## src/rtl/hcd_pkg.sv

```systemverilog
// Purpose: Shared constants for the hall commutation decoder.
// Assumes: AHB-Lite word registers, byte addresses below.
// Notes:   Table entries sit at HCD_TBL_BASE plus four times the index.
package hcd_pkg;
  // Register byte addresses.
  localparam logic [7:0] HCD_CTRL_ADDR  = 8'h00;
  localparam logic [7:0] HCD_SRCE_ADDR  = 8'h04;
  localparam logic [7:0] HCD_SPOS_ADDR  = 8'h08;
  localparam logic [7:0] HCD_FCTL_ADDR  = 8'h0c;
  localparam logic [7:0] HCD_CHK_ADDR   = 8'h10;
  localparam logic [7:0] HCD_STAT_ADDR  = 8'h14;
  localparam logic [7:0] HCD_IEN_ADDR   = 8'h18;
  localparam logic [7:0] HCD_ICLR_ADDR  = 8'h1c;
  localparam logic [7:0] HCD_TBL_BASE   = 8'h40;
  localparam int         HCD_TBL_N      = 12;
  localparam logic [3:0] HCD_BWD_OFS    = 4'h6;
  // Control register fields.
  localparam int HCD_EN_BIT    = 0;
  localparam int HCD_DIR_BIT   = 1;
  localparam int HCD_BRK_BIT   = 2;
  localparam int HCD_MODE_BIT  = 3;
  localparam int HCD_ANG_BIT   = 4;
  localparam int HCD_DLY_BIT   = 5;
  localparam int HCD_TSEL_LSB  = 6;
  // Source and edge register fields.
  localparam int HCD_SRC_BIT   = 6;
  // Filter control fields.
  localparam int HCD_FEN_BIT   = 3;
  // Reset values.
  localparam logic [7:0] HCD_CTRL_RST = 8'h10;
  localparam logic [5:0] HCD_BRAKE_PAT = 6'h15;
  // Edge select encodings.
  localparam logic [1:0] HCD_EDGE_OFF  = 2'h0;
  localparam logic [1:0] HCD_EDGE_RISE = 2'h1;
  localparam logic [1:0] HCD_EDGE_FALL = 2'h2;
  localparam logic [1:0] HCD_EDGE_BOTH = 2'h3;
  localparam logic [2:0] HCD_FCLK_NONE = 3'h7;
endpackage : hcd_pkg

```

## src/rtl/hcd_filter.sv

```systemverilog
// Purpose: One channel of the position noise filter.
// Assumes: sample_en is a one-cycle pulse at the sampling rate.
// Notes:   A change passes once check_cnt further samples agree.
`timescale 1ns/1ps
`default_nettype none
module hcd_filter
  import hcd_pkg::*;
(
  // Clock and reset
  input  wire logic       hclk,
  input  wire logic       hresetn,
  // Control
  input  wire logic       filter_enable,
  input  wire logic       sample_en,
  input  wire logic [4:0] filter_check_count,
  // Data
  input  wire logic       raw_in,
  output logic            filt_out
);
  typedef struct packed {
    logic       level;
    logic [4:0] cnt;
  } hcd_flt_t;

  hcd_flt_t s_q, s_d;

  always_comb
  begin
    s_d = s_q;
    if (!filter_enable)
    begin
      s_d.level = raw_in;
      s_d.cnt   = 5'h00;
    end
    else if (sample_en)
    begin
      if (raw_in == s_q.level)
        s_d.cnt = 5'h00;
      else if (s_q.cnt >= filter_check_count)
      begin
        s_d.level = raw_in;
        s_d.cnt   = 5'h00;
      end
      else
        s_d.cnt = s_q.cnt + 5'h01;
    end
  end

  always_ff @(posedge hclk or negedge hresetn)
  begin
    if (!hresetn)
      s_q <= '0;
    else
      s_q <= s_d;
  end

  // Bypass is combinational so a disabled filter adds no latency.
  assign filt_out = filter_enable ? s_q.level : raw_in;
endmodule : hcd_filter
`default_nettype wire

```

## src/rtl/hcd_decoder.sv

```systemverilog
// Purpose: Hall commutation decoder with AHB-Lite registers.
// Assumes: Single clock hclk at 40 MHz, zero-wait slave.
// Notes:   Timers live outside; this block only steers and waits on them.
`timescale 1ns/1ps
`default_nettype none
module hcd_decoder
  import hcd_pkg::*;
(
  // AHB-Lite slave
  input  wire logic        hclk,
  input  wire logic        hresetn,
  input  wire logic        hsel,
  input  wire logic [31:0] haddr,
  input  wire logic [1:0]  htrans,
  input  wire logic        hwrite,
  input  wire logic [2:0]  hsize,
  input  wire logic [31:0] hwdata,
  input  wire logic        hready,
  output logic             hreadyout,
  output logic             hresp,
  output logic [31:0]      hrdata,
  // Position inputs
  input  wire logic [2:0]  sensor_pins,
  input  wire logic [2:0]  comparator_outputs,
  // Delay timers: match pulses in, run requests out
  input  wire logic [2:0]  delay_timer_match,
  output logic [2:0]       delay_timer_run,
  // Gate drive commands
  output logic             drive_a_top,
  output logic             drive_a_bottom,
  output logic             drive_b_top,
  output logic             drive_b_bottom,
  output logic             drive_c_top,
  output logic             drive_c_bottom,
  // Interrupts
  output logic             position_irq_a,
  output logic             position_irq_b,
  output logic             position_irq_c,
  output logic             irq
);
  typedef struct packed {
    logic            dph_wr;
    logic [7:0]      dph_addr;
    logic [31:0]     rdata;
    logic [7:0]      ctrl;
    logic [6:0]      srce;
    logic [2:0]      spos;
    logic [3:0]      fctl;
    logic [4:0]      chk;
    logic [11:0][5:0] tbl;
    logic [2:0]      stat;
    logic [2:0]      ien;
    logic [2:0]      pulse;
    logic [6:0]      div;
    logic [2:0]      prev;
    logic [2:0]      dly_in;
    logic [2:0]      dly_out;
    logic            dly_pend;
    logic [5:0]      drive;
  } hcd_state_t;

  hcd_state_t s_q, s_d;

  logic [2:0] raw_sel;
  logic [2:0] filt;
  logic [2:0] hw_code;
  logic [2:0] code;
  logic [2:0] edge_hit;
  logic [2:0] idx;
  logic       valid;
  logic [6:0] div_mask;
  logic       sample_en;
  logic       a_phase;
  logic [2:0] tsel_hot;

  // Comparators and pins are both bit 0 = phase A.
  assign raw_sel = s_q.srce[HCD_SRC_BIT] ? comparator_outputs
                                         : sensor_pins;

  // Sampling enable: hclk over 2 to the (sel+1); code 111 never samples.
  assign div_mask  = 7'((8'h02 << s_q.fctl[2:0]) - 8'h01);
  assign sample_en = (s_q.fctl[2:0] != HCD_FCLK_NONE)
                     && ((s_q.div & div_mask) == div_mask);

  for (genvar g = 0; g < 3; g++)
  begin : g_flt
    hcd_filter u_flt (
      .hclk               (hclk),
      .hresetn            (hresetn),
      .filter_enable      (s_q.fctl[HCD_FEN_BIT]),
      .sample_en          (sample_en),
      .filter_check_count (s_q.chk),
      .raw_in             (raw_sel[g]),
      .filt_out           (filt[g])
    );
  end

  // Decoder code is {A, B, C} with A in the high bit.
  assign hw_code = s_q.ctrl[HCD_DLY_BIT] ? s_q.dly_out
                                         : {filt[0], filt[1], filt[2]};
  assign code = s_q.ctrl[HCD_MODE_BIT] ? hw_code
                : {s_q.spos[0], s_q.spos[1], s_q.spos[2]};

  always_comb
  begin
    idx   = 3'h0;
    valid = 1'b1;
    if (!s_q.ctrl[HCD_ANG_BIT])
    begin
      unique case (code)
        3'b100:  idx = 3'h0;
        3'b110:  idx = 3'h1;
        3'b111:  idx = 3'h2;
        3'b011:  idx = 3'h3;
        3'b001:  idx = 3'h4;
        3'b000:  idx = 3'h5;
        default: valid = 1'b0;
      endcase
    end
    else
    begin
      unique case (code)
        3'b100:  idx = 3'h0;
        3'b110:  idx = 3'h1;
        3'b010:  idx = 3'h2;
        3'b011:  idx = 3'h3;
        3'b001:  idx = 3'h4;
        3'b101:  idx = 3'h5;
        default: valid = 1'b0;
      endcase
    end
  end

  // Edge detect on the filtered signals, ahead of any delay.
  always_comb
  begin
    for (int i = 0; i < 3; i++)
    begin
      unique case (s_q.srce[2*i +: 2])
        HCD_EDGE_OFF:  edge_hit[i] = 1'b0;
        HCD_EDGE_RISE: edge_hit[i] = filt[i] & ~s_q.prev[i];
        HCD_EDGE_FALL: edge_hit[i] = ~filt[i] & s_q.prev[i];
        HCD_EDGE_BOTH: edge_hit[i] = filt[i] ^ s_q.prev[i];
      endcase
    end
  end

  // One-hot of the chosen timer; select 11 names none, so a delay waits.
  always_comb
  begin
    unique case (s_q.ctrl[HCD_TSEL_LSB +: 2])
      2'h0:    tsel_hot = 3'b001;
      2'h1:    tsel_hot = 3'b010;
      2'h2:    tsel_hot = 3'b100;
      default: tsel_hot = 3'b000;
    endcase
  end

  assign a_phase = hsel && hready && htrans[1];

  always_comb
  begin
    s_d       = s_q;
    s_d.div   = s_q.div + 7'h01;
    s_d.prev  = filt;
    s_d.pulse = edge_hit;
    // Set wins over a clear arriving in the same cycle.
    s_d.stat  = s_q.stat | edge_hit;
    // Delay path: capture each new code, release it on the timer match.
    if (!s_q.ctrl[HCD_DLY_BIT])
    begin
      s_d.dly_in   = 3'h0;
      s_d.dly_out  = 3'h0;
      s_d.dly_pend = 1'b0;
    end
    else if ({filt[0], filt[1], filt[2]} != s_q.dly_in)
    begin
      s_d.dly_in   = {filt[0], filt[1], filt[2]};
      s_d.dly_pend = 1'b1;
    end
    else if (s_q.dly_pend && |(delay_timer_match & tsel_hot))
    begin
      s_d.dly_out  = s_q.dly_in;
      s_d.dly_pend = 1'b0;
    end
    // Data phase of a write.
    if (s_q.dph_wr)
    begin
      unique case (s_q.dph_addr)
        HCD_CTRL_ADDR: s_d.ctrl = hwdata[7:0];
        HCD_SRCE_ADDR: s_d.srce = hwdata[6:0];
        HCD_SPOS_ADDR: s_d.spos = hwdata[2:0];
        HCD_FCTL_ADDR: s_d.fctl = hwdata[3:0];
        HCD_CHK_ADDR:  s_d.chk  = hwdata[4:0];
        HCD_IEN_ADDR:  s_d.ien  = hwdata[2:0];
        HCD_ICLR_ADDR: s_d.stat = (s_q.stat & ~hwdata[2:0]) | edge_hit;
        default:
        begin
          for (int n = 0; n < HCD_TBL_N; n++)
            if (s_q.dph_addr == 8'(HCD_TBL_BASE + 8'(4 * n)))
              s_d.tbl[n] = hwdata[5:0];
        end
      endcase
    end
    // Address phase: latch writes, build read data now for a zero wait.
    s_d.dph_wr = a_phase && hwrite;
    s_d.dph_addr = haddr[7:0];
    if (a_phase && !hwrite)
    begin
      s_d.rdata = 32'h0;
      unique case (haddr[7:0])
        HCD_CTRL_ADDR: s_d.rdata[7:0] = s_q.ctrl;
        HCD_SRCE_ADDR: s_d.rdata[6:0] = s_q.srce;
        HCD_SPOS_ADDR: s_d.rdata[2:0] = s_q.spos;
        HCD_FCTL_ADDR: s_d.rdata[3:0] = s_q.fctl;
        HCD_CHK_ADDR:  s_d.rdata[4:0] = s_q.chk;
        HCD_STAT_ADDR: s_d.rdata[2:0] = s_q.stat;
        HCD_IEN_ADDR:  s_d.rdata[2:0] = s_q.ien;
        default:
        begin
          for (int n = 0; n < HCD_TBL_N; n++)
            if (haddr[7:0] == 8'(HCD_TBL_BASE + 8'(4 * n)))
              s_d.rdata[5:0] = s_q.tbl[n];
        end
      endcase
    end
    // Drive: brake first, then invalid code, then disable, then table.
    if (s_q.ctrl[HCD_BRK_BIT])
      s_d.drive = HCD_BRAKE_PAT;
    else if (!valid)
      s_d.drive = 6'h00;
    else if (!s_q.ctrl[HCD_EN_BIT])
      s_d.drive = 6'h00;
    else
      s_d.drive = s_q.tbl[({1'b0, idx}
                  + (s_q.ctrl[HCD_DIR_BIT] ? HCD_BWD_OFS : 4'h0))];
  end

  always_ff @(posedge hclk or negedge hresetn)
  begin
    if (!hresetn)
    begin
      s_q      <= '0;
      s_q.ctrl <= HCD_CTRL_RST;
    end
    else
      s_q <= s_d;
  end

  assign hreadyout       = 1'b1;
  assign hresp           = 1'b0;
  assign hrdata          = s_q.rdata;
  assign delay_timer_run = s_q.dly_pend ? tsel_hot : 3'b000;
  assign drive_a_top     = s_q.drive[5];
  assign drive_a_bottom  = s_q.drive[4];
  assign drive_b_top     = s_q.drive[3];
  assign drive_b_bottom  = s_q.drive[2];
  assign drive_c_top     = s_q.drive[1];
  assign drive_c_bottom  = s_q.drive[0];
  assign position_irq_a  = s_q.pulse[0];
  assign position_irq_b  = s_q.pulse[1];
  assign position_irq_c  = s_q.pulse[2];
  assign irq             = |(s_q.stat & s_q.ien);
endmodule : hcd_decoder
`default_nettype wire

```

## config.mk

```make
export PLATFORM = sky130hd
export DESIGN_NAME = hcd_decoder
export DESIGN_NICKNAME = d
export VERILOG_FILES = /design/src/rtl/hcd_pkg.sv /design/src/rtl/hcd_filter.sv /design/src/rtl/hcd_decoder.sv
export SDC_FILE = /design/constraint.sdc
export NUM_CORES = 1
export LEC_CHECK = 0
export BUFFER_PORTS_ARGS = -buffer_cell sky130_fd_sc_hd__buf_2
export CAP_MARGIN = 20
export CORE_ASPECT_RATIO = 0.5
export CORE_MARGIN = 2
export CORE_UTILIZATION = 29
export DETAILED_ROUTE_END_ITERATION = 10
export PLACE_DENSITY_LB_ADDON = 0.12
export SLEW_MARGIN = 5
export SYNTH_ARGS = -nofsm -noshare
export SYNTH_HDL_FRONTEND = slang
export SYNTH_SLANG_ARGS = --single-unit
```

## constraint.sdc

```tcl
create_clock -name hclk -period 4.1 [get_ports hclk]
set_input_delay 0.41 -clock hclk [delete_from_list [all_inputs] [get_ports hclk]]
set_output_delay 0.41 -clock hclk [all_outputs]
set_load 0.03 [all_outputs]
```

==> results of run 1 <==
-- area by class of cell --
| type | count | area share |
|---|---|---|
| Clock buffer | 17 | 0.0415 |
| Clock inverter | 14 | 0.0216 |
| Inverter | 32 | 0.0120 |
| Multi-Input combinational cell | 556 | 0.433 |
| Sequential cell | 166 | 0.405 |
| Tap cell | 423 | 0.0516 |
| Timing Repair Buffer | 62 | 0.0348 |
-- logic make-up after synthesis --
logic type                 Yosys count
xor gates and xnor gates            18
muxes                              148
other                                2
DFF                                166
AOI/OAI and AO/OA                  135
and+or+nand+nor                    201
buffers and inverters               94
adders and majority gates           28
-- cell usage in the layout (no fill, tap or decap), types with 3 or more instances in the layout --
cell,count
mux2i_1,16
o31ai_1,4
nand3b_1,4
inv_6,4
nand2b_1,12
inv_1,29
mux4_2,20
a211o_1,3
dfrtp_1,165
buf_4,10
o21ai_0,27
nand2_1,61
a22oi_1,16
clkinvlp_4,3
and3_1,4
a211oi_1,4
nor3_1,15
or2b_1,3
a222oi_1,6
bufinv_16,5
nand3_1,23
xnor2_1,16
or3_1,5
mux2_2,105
ha_1,27
mux2_4,3
conb_1,26
a21oi_1,20
buf_2,50
o311ai_1,3
nor2b_1,9
mux2_1,3
a21o_1,11
nor3b_1,5
a22o_1,9
and2_1,4
a31oi_1,7
nor2_1,46
a221oi_1,6
clkbuf_16,17
-- power groups by stage --
stage	logic [mW]	clock network (mW)	registers [mW]
final	0.636	1.80	1.83
after floorplan	0.496	0	1.84
after CTS	0.646	1.85	1.83
after global routing	0.726	1.92	1.85
after detailed placement	0.643	0	1.86
after global placement	0.629	0	1.86
-- worst register-to-register path: stages, from the launching register on --
cell and delay (ps):
dfrtp_1 660, inv_4 140, o311ai_1 490, o22ai_1 210, o211a_1 260, ha_1 190, fa_1 810, nor2b_1 310
a22oi_1 160, a21oi_1 190
-- synthesized netlist by cell type, types with 6 or more instances --
library cell / number
dfrtp_1: 165
nor2b_1: 9
a21oi_1: 20
inv_1: 29
clkbuf_1: 21
a21o_1: 11
o21ai_0: 27
nand2b_1: 12
a31oi_1: 7
a22o_1: 9
mux4_2: 20
buf_4: 34
ha_1: 27
nand2_1: 61
nor3_1: 15
a221oi_1: 6
a222oi_1: 6
mux2i_1: 16
nand3_1: 23
a22oi_1: 16
xnor2_1: 16
mux2_2: 105
nor2_1: 46
-- worst paths after layout --
path / to / startpoint / cells after the start
max: drive_b_top / s_q[112] / 9
min: s_q[75] / hresetn / 1
max reg2reg: drive_b_top / s_q[112] / 9
min reg2reg: s_q[16] / s_q[16] / 1
max in group asynchronous: s_q[43] / hresetn / 2
min in group hclk: s_q[164] / haddr[1] / 1
-- stage by stage --
step                area, sq um  cells  total power [mW]  hold WS [ps]
floorplan                  9100    816              2.33           114
global placement           9610   1239              2.49           479
detailed placement         9610   1239              2.51           489
CTS                       10300   1270              4.33          51.3
global route              10300   1270              4.49          69.0
finish                    10300   1270              4.27          23.7
-- routing by layer --
layer | global-route usage | share of wire | vias up | wire length (um)
met1 | 0.216 | 0.47 | 3133 | 11900
met2 | 0.263 | 0.46 | 142 | 11800
met5 | 0 | 0 | - | 0
li1 | - | - | 2914 | -
met3 | 0.0407 | 0.043 | 35 | 1090
met4 | 0.0613 | 0.022 | 0 | 558
==> flow_metrics.env, run 1 <==
export IMPL_hold_path_class="in2async"
export IMPL_cp_end_kind="register"
export IMPL_setup_tns_ps=0
export IMPL_vias=6224
export IMPL_path_cells="inv_4 -> o311ai_1 -> o22ai_1 -> o211a_1 -> ha_1 -> fa_1 -> nor2b_1 -> a22oi_1 -> a21oi_1"
export IMPL_yosysTopAreaCellShare=0.458
export IMPL_yosys_area_share_simple=0.108
export IMPL_post_route_min_period_ps=3510
export IMPL_dp_hpwl_mm=18.3
export IMPL_p_sw_frac=0.281
export IMPL_p_seq_frac=0.429
export IMPL_hold_violations=0
export IMPL_worstPathRequired_ps=4460
export IMPL_n_fill_cell=3029
export IMPL_synthXorXnorAreaFrac=0.0175
export IMPL_clk_pin_slew_ps=70
export IMPL_hold_buffers=0
export IMPL_cts_sinks=166
export IMPL_crit_fanout=11
export IMPL_viasPerCell=4.90
export IMPL_place_gp_congestion=0.807
export IMPL_cts_tree="built"
export IMPL_synthMuxAreaShare=0.211
export IMPL_cts_buffer_depth=2
export IMPL_drtAntennaViolNets=0
export IMPL_ys_types=65
export IMPL_place_ws_ps=688
export IMPL_area_growth_pct=13.8
export IMPL_p_leak_nw=4.66
export IMPL_synth_warnings=0
export IMPL_p_clk_frac=0.422
export IMPL_p_switching_mw=1.20
export IMPL_synth_top_family_by_area="multiplexers"
export IMPL_synth_compound_area_frac=0.106
export IMPL_cp_slowest_stage_delay_ps=810
export IMPL_drc=0
export IMPL_status="completed"
export IMPL_synthArstFlopShare=1.00
export IMPL_h_tree_depth=4
export IMPL_fp_row_count=45
export IMPL_cts_resized=0
export IMPL_critPathArrivalTime_ps=3870
export IMPL_finalSetupViolCount=0
export IMPL_synth_area_sq_um=9010
export IMPL_die_w_um=253
export IMPL_antenna_found_initial=0
export IMPL_share_comb_of_total_power=0.149
export IMPL_power_internal_mw=3.07
export IMPL_multi_input_area_sq_um=4440
export IMPL_drive_gt1_frac=0.274
export IMPL_grt_pass1_vias=6406
export IMPL_ir_worst_vdd_v=0.000319
export IMPL_seq_area_frac_synth=0.461
export IMPL_grt_pass1_wl_mm=39.4
export IMPL_clock_skew_ps=9.86
export IMPL_cellPowerDensity_nw_per_um2=417
export IMPL_fin_util=0.337
export IMPL_synth_ff_type="dfrtp_1"
export IMPL_crit_family="compound AO/OA/AOI/OAI gates"
export IMPL_start_kind="register"
export IMPL_synth_edf_count=0
export IMPL_grt_max_degree=88
export IMPL_fp_dieH_um=129
export IMPL_wl_per_cell_um=20.0
export IMPL_relSlewSlack=0.409
export IMPL_fmax_mhz=285
export IMPL_finalMaxSlewViolations=0
export IMPL_post_route_period_util=0.856
export IMPL_cpMaxStageDelayCell="fa_1"
export IMPL_path_class="reg2reg"
export IMPL_synth_fa_ha_area_frac=0.0397
export IMPL_num_antenna_cells=0
export IMPL_grt_setup_unrepaired="no"
export IMPL_synth_area_top_cells="dfrtp_1 (46%), mux2_2 (13%), mux4_2 (5.0%)"
export IMPL_dieArea_sq_um=32600
export IMPL_grt_use_total=0.164
export IMPL_max_cap_violations=0
export IMPL_cts_root_buf="clkbuf_16"
export IMPL_postCtsSetupRepairBufs=0
export IMPL_seq_area_sq_um=4160
export IMPL_dr_first_iter_drc_count=455
export IMPL_ios=130
export IMPL_worstMarginPinSlew_ps=884
export IMPL_clk_latency_ps=450
export IMPL_core_sq_um=30500
export IMPL_largest_reg_flops=131
export IMPL_avgSynthCellArea_sq_um=11.4
export IMPL_io_buffers=51
export IMPL_ys_ff_latch=166
export IMPL_nNetsFinal=946
export IMPL_numCtsBuffers=17
export IMPL_netlist_instances=792
export IMPL_dr_pass1_iters=6
export IMPL_ff2ff_setup_slack_ps=590
export IMPL_wl_mm=25.4
export IMPL_overflow=0
export IMPL_setup_ws_ps=592
export IMPL_yosysTopAreaCell="dfrtp_1"
export IMPL_regMostFlops="s_q"
export IMPL_initial_utilization=0.296
export IMPL_path_buf_inv=1
Note: power is estimated with default switching activity, not from simulation.
==> run 2, diff against run 1 <==
==> constraint.sdc (replaced) <==
create_clock -name hclk -period 4.1 [get_ports hclk]
set_input_delay 0.82 -clock hclk [delete_from_list [all_inputs] [get_ports hclk]]
set_output_delay 0.82 -clock hclk [all_outputs]
set_load 0.03 [all_outputs]
==> run 2 against run 1 <==
  * Clock power is 11% lower
  * Global-route usage is 0.13 points lower
  * Core utilization is 0.21 points lower
  * Final cell count stayed put
  * Wire length is 0.11% lower
  * Die area stayed put
  * Sequential share of layout area is 0.26 points higher
  * Clock skew is 2.0 ps higher
  * Count of clock-buffer cells in the layout is 8 higher
  * Worst setup slack better by 23 ps
==> flow_metrics.env, run 2 (synthesis gave the netlist of run 1 again) <==
export IMPL_status="completed"
export IMPL_grt_max_degree=132
export IMPL_finalSetupViolCount=0
export IMPL_postCtsSetupRepairBufs=0
export IMPL_fin_util=0.334
export IMPL_nNetsFinal=946
export IMPL_clk_pin_slew_ps=70
export IMPL_clk_latency_ps=450
export IMPL_p_clk_frac=0.394
export IMPL_die_w_um=253
export IMPL_path_class="reg2reg"
export IMPL_max_cap_violations=0
export IMPL_regMostFlops="s_q"
export IMPL_wl_mm=25.3
export IMPL_fin_total_pwr_mw=4.08
export IMPL_cts_tree="built"
export IMPL_regToRegStartpoint="s_q[128]"
export IMPL_final_common_cell="dfrtp_1"
export IMPL_hold_path_class="in2async"
export IMPL_fmax_mhz=287
export IMPL_critPathArrivalTime_ps=3840
export IMPL_fp_dieH_um=129
export IMPL_initial_utilization=0.296
export IMPL_cts_buffer_depth=2
export IMPL_dp_cells=1239
export IMPL_clock_skew_ps=11.9
export IMPL_p_seq_frac=0.449
export IMPL_hold_violations=0
export IMPL_final_cells=1270
export IMPL_p_sw_frac=0.284
export IMPL_worstPathRequired_ps=4450
export IMPL_grt_pass1_vias=6230
export IMPL_post_route_min_period_ps=3490
export IMPL_p_switching_mw=1.16
export IMPL_hold_buffers=0
export IMPL_n_fill_cell=3053
export IMPL_cts_resized=0
export IMPL_crit_fanout=18
export IMPL_h_tree_depth=4
export IMPL_finalMaxSlewViolations=0
export IMPL_worstMarginPinSlew_ps=1060
export IMPL_drc=0
export IMPL_dr_first_iter_drc_count=550
export IMPL_area_growth_pct=13.1
export IMPL_place_ws_ps=525
export IMPL_place_gp_congestion=0.837
export IMPL_viasPerCell=4.91
export IMPL_core_sq_um=30500
export IMPL_grt_pass1_wl_mm=38.9
export IMPL_power_internal_mw=2.92
export IMPL_fp_row_count=45
export IMPL_cts_sinks=166
export IMPL_wl_per_cell_um=19.9
export IMPL_dr_pass1_iters=8
export IMPL_antenna_found_initial=1
export IMPL_setup_tns_ps=0
export IMPL_final_cell_mix="dfrtp_1 (165), mux2_2 (105), nand2_1 (61), buf_2 (50), nor2_1 (46)"
export IMPL_numCtsBuffers=17
export IMPL_ios=130
export IMPL_io_buffers=51
export IMPL_dp_hpwl_mm=18.0
export IMPL_cts_root_buf="clkbuf_16"
export IMPL_crit_start="s_q[128]"
export IMPL_setup_ws_ps=615
export IMPL_drtAntennaViolNets=0
export IMPL_ir_worst_vdd_v=0.000310
export IMPL_grt_setup_unrepaired="no"
export IMPL_start_kind="register"
export IMPL_largest_reg_flops=131
export IMPL_overflow=0
export IMPL_p_leak_nw=4.63
export IMPL_cellPowerDensity_nw_per_um2=400
export IMPL_dieArea_sq_um=32600
export IMPL_relSlewSlack=0.291
export IMPL_grt_use_total=0.163
export IMPL_num_antenna_cells=0
export IMPL_cp_end_kind="register"
export IMPL_share_comb_of_total_power=0.157
export IMPL_vias=6230
export IMPL_post_route_period_util=0.850
export IMPL_drive_gt1_frac=0.267
-- run 2: power groups by stage --
stage | Clock, mW | Combinational [mW] | Sequential, mW
finish | 1.61 | 0.640 | 1.83
global route | 1.72 | 0.723 | 1.85
CTS | 1.66 | 0.654 | 1.83
detailed placement | 0 | 0.652 | 1.86
global placement | 0 | 0.632 | 1.86
floorplan | 0 | 0.496 | 1.84
-- run 2: worst paths after layout --
| kind | endpoint | slack [ps] | depth (start not counted) |
|---|---|---|---|
| min in group hclk | s_q[163] | 500 | 1 |
| worst min-delay path | s_q[71] | 270 | 1 |
| max in group asynchronous | g_flt[1].u_flt.s_q[1] | 2810 | 2 |
| worst max register to register | drive_c_bottom | 610 | 9 |
| worst max-delay path | drive_c_bottom | 610 | 9 |
| worst min register to register | hrdata[3] | 500 | 1 |
-- run 2: critical path: stages (launching register included) --
cell and delay (ps):
dfrtp_1 720, or2b_1 320, o311ai_1 150, o22ai_1 210
o211a_1 270, ha_1 190, fa_1 670, nor3_1 510
a21oi_1 130, a31oi_1 210
-- run 2: area by class of cell --
| type | instances | area [sq um] | area share |
|---|---|---|---|
| repair buffers | 62 | 369 | 0.0362 |
| inverters | 32 | 123 | 0.0120 |
| multi-input cells | 556 | 4440 | 0.436 |
| clock buffers | 25 | 475 | 0.0467 |
| well taps | 423 | 529 | 0.0519 |
| clock inverters | 6 | 93.8 | 0.00921 |
| flip-flops and latches | 166 | 4160 | 0.408 |
-- run 2: metrics by stage --
stage               cell area, sq um  hold slack, ps
finish                         10200             266
global route                   10200             274
CTS                            10200             251
detailed placement              9620             488
global placement                9620             478
floorplan                       9100             454
-- run 2: routing by layer --
metal / global-route usage / vias up / routed length, um
li1: - / 2918 / -
met1: 0.215 / 3136 / 11900
met2: 0.266 / 145 / 11900
met3: 0.0340 / 29 / 1060
met4: 0.0588 / 2 / 466
met5: 0 / - / 13
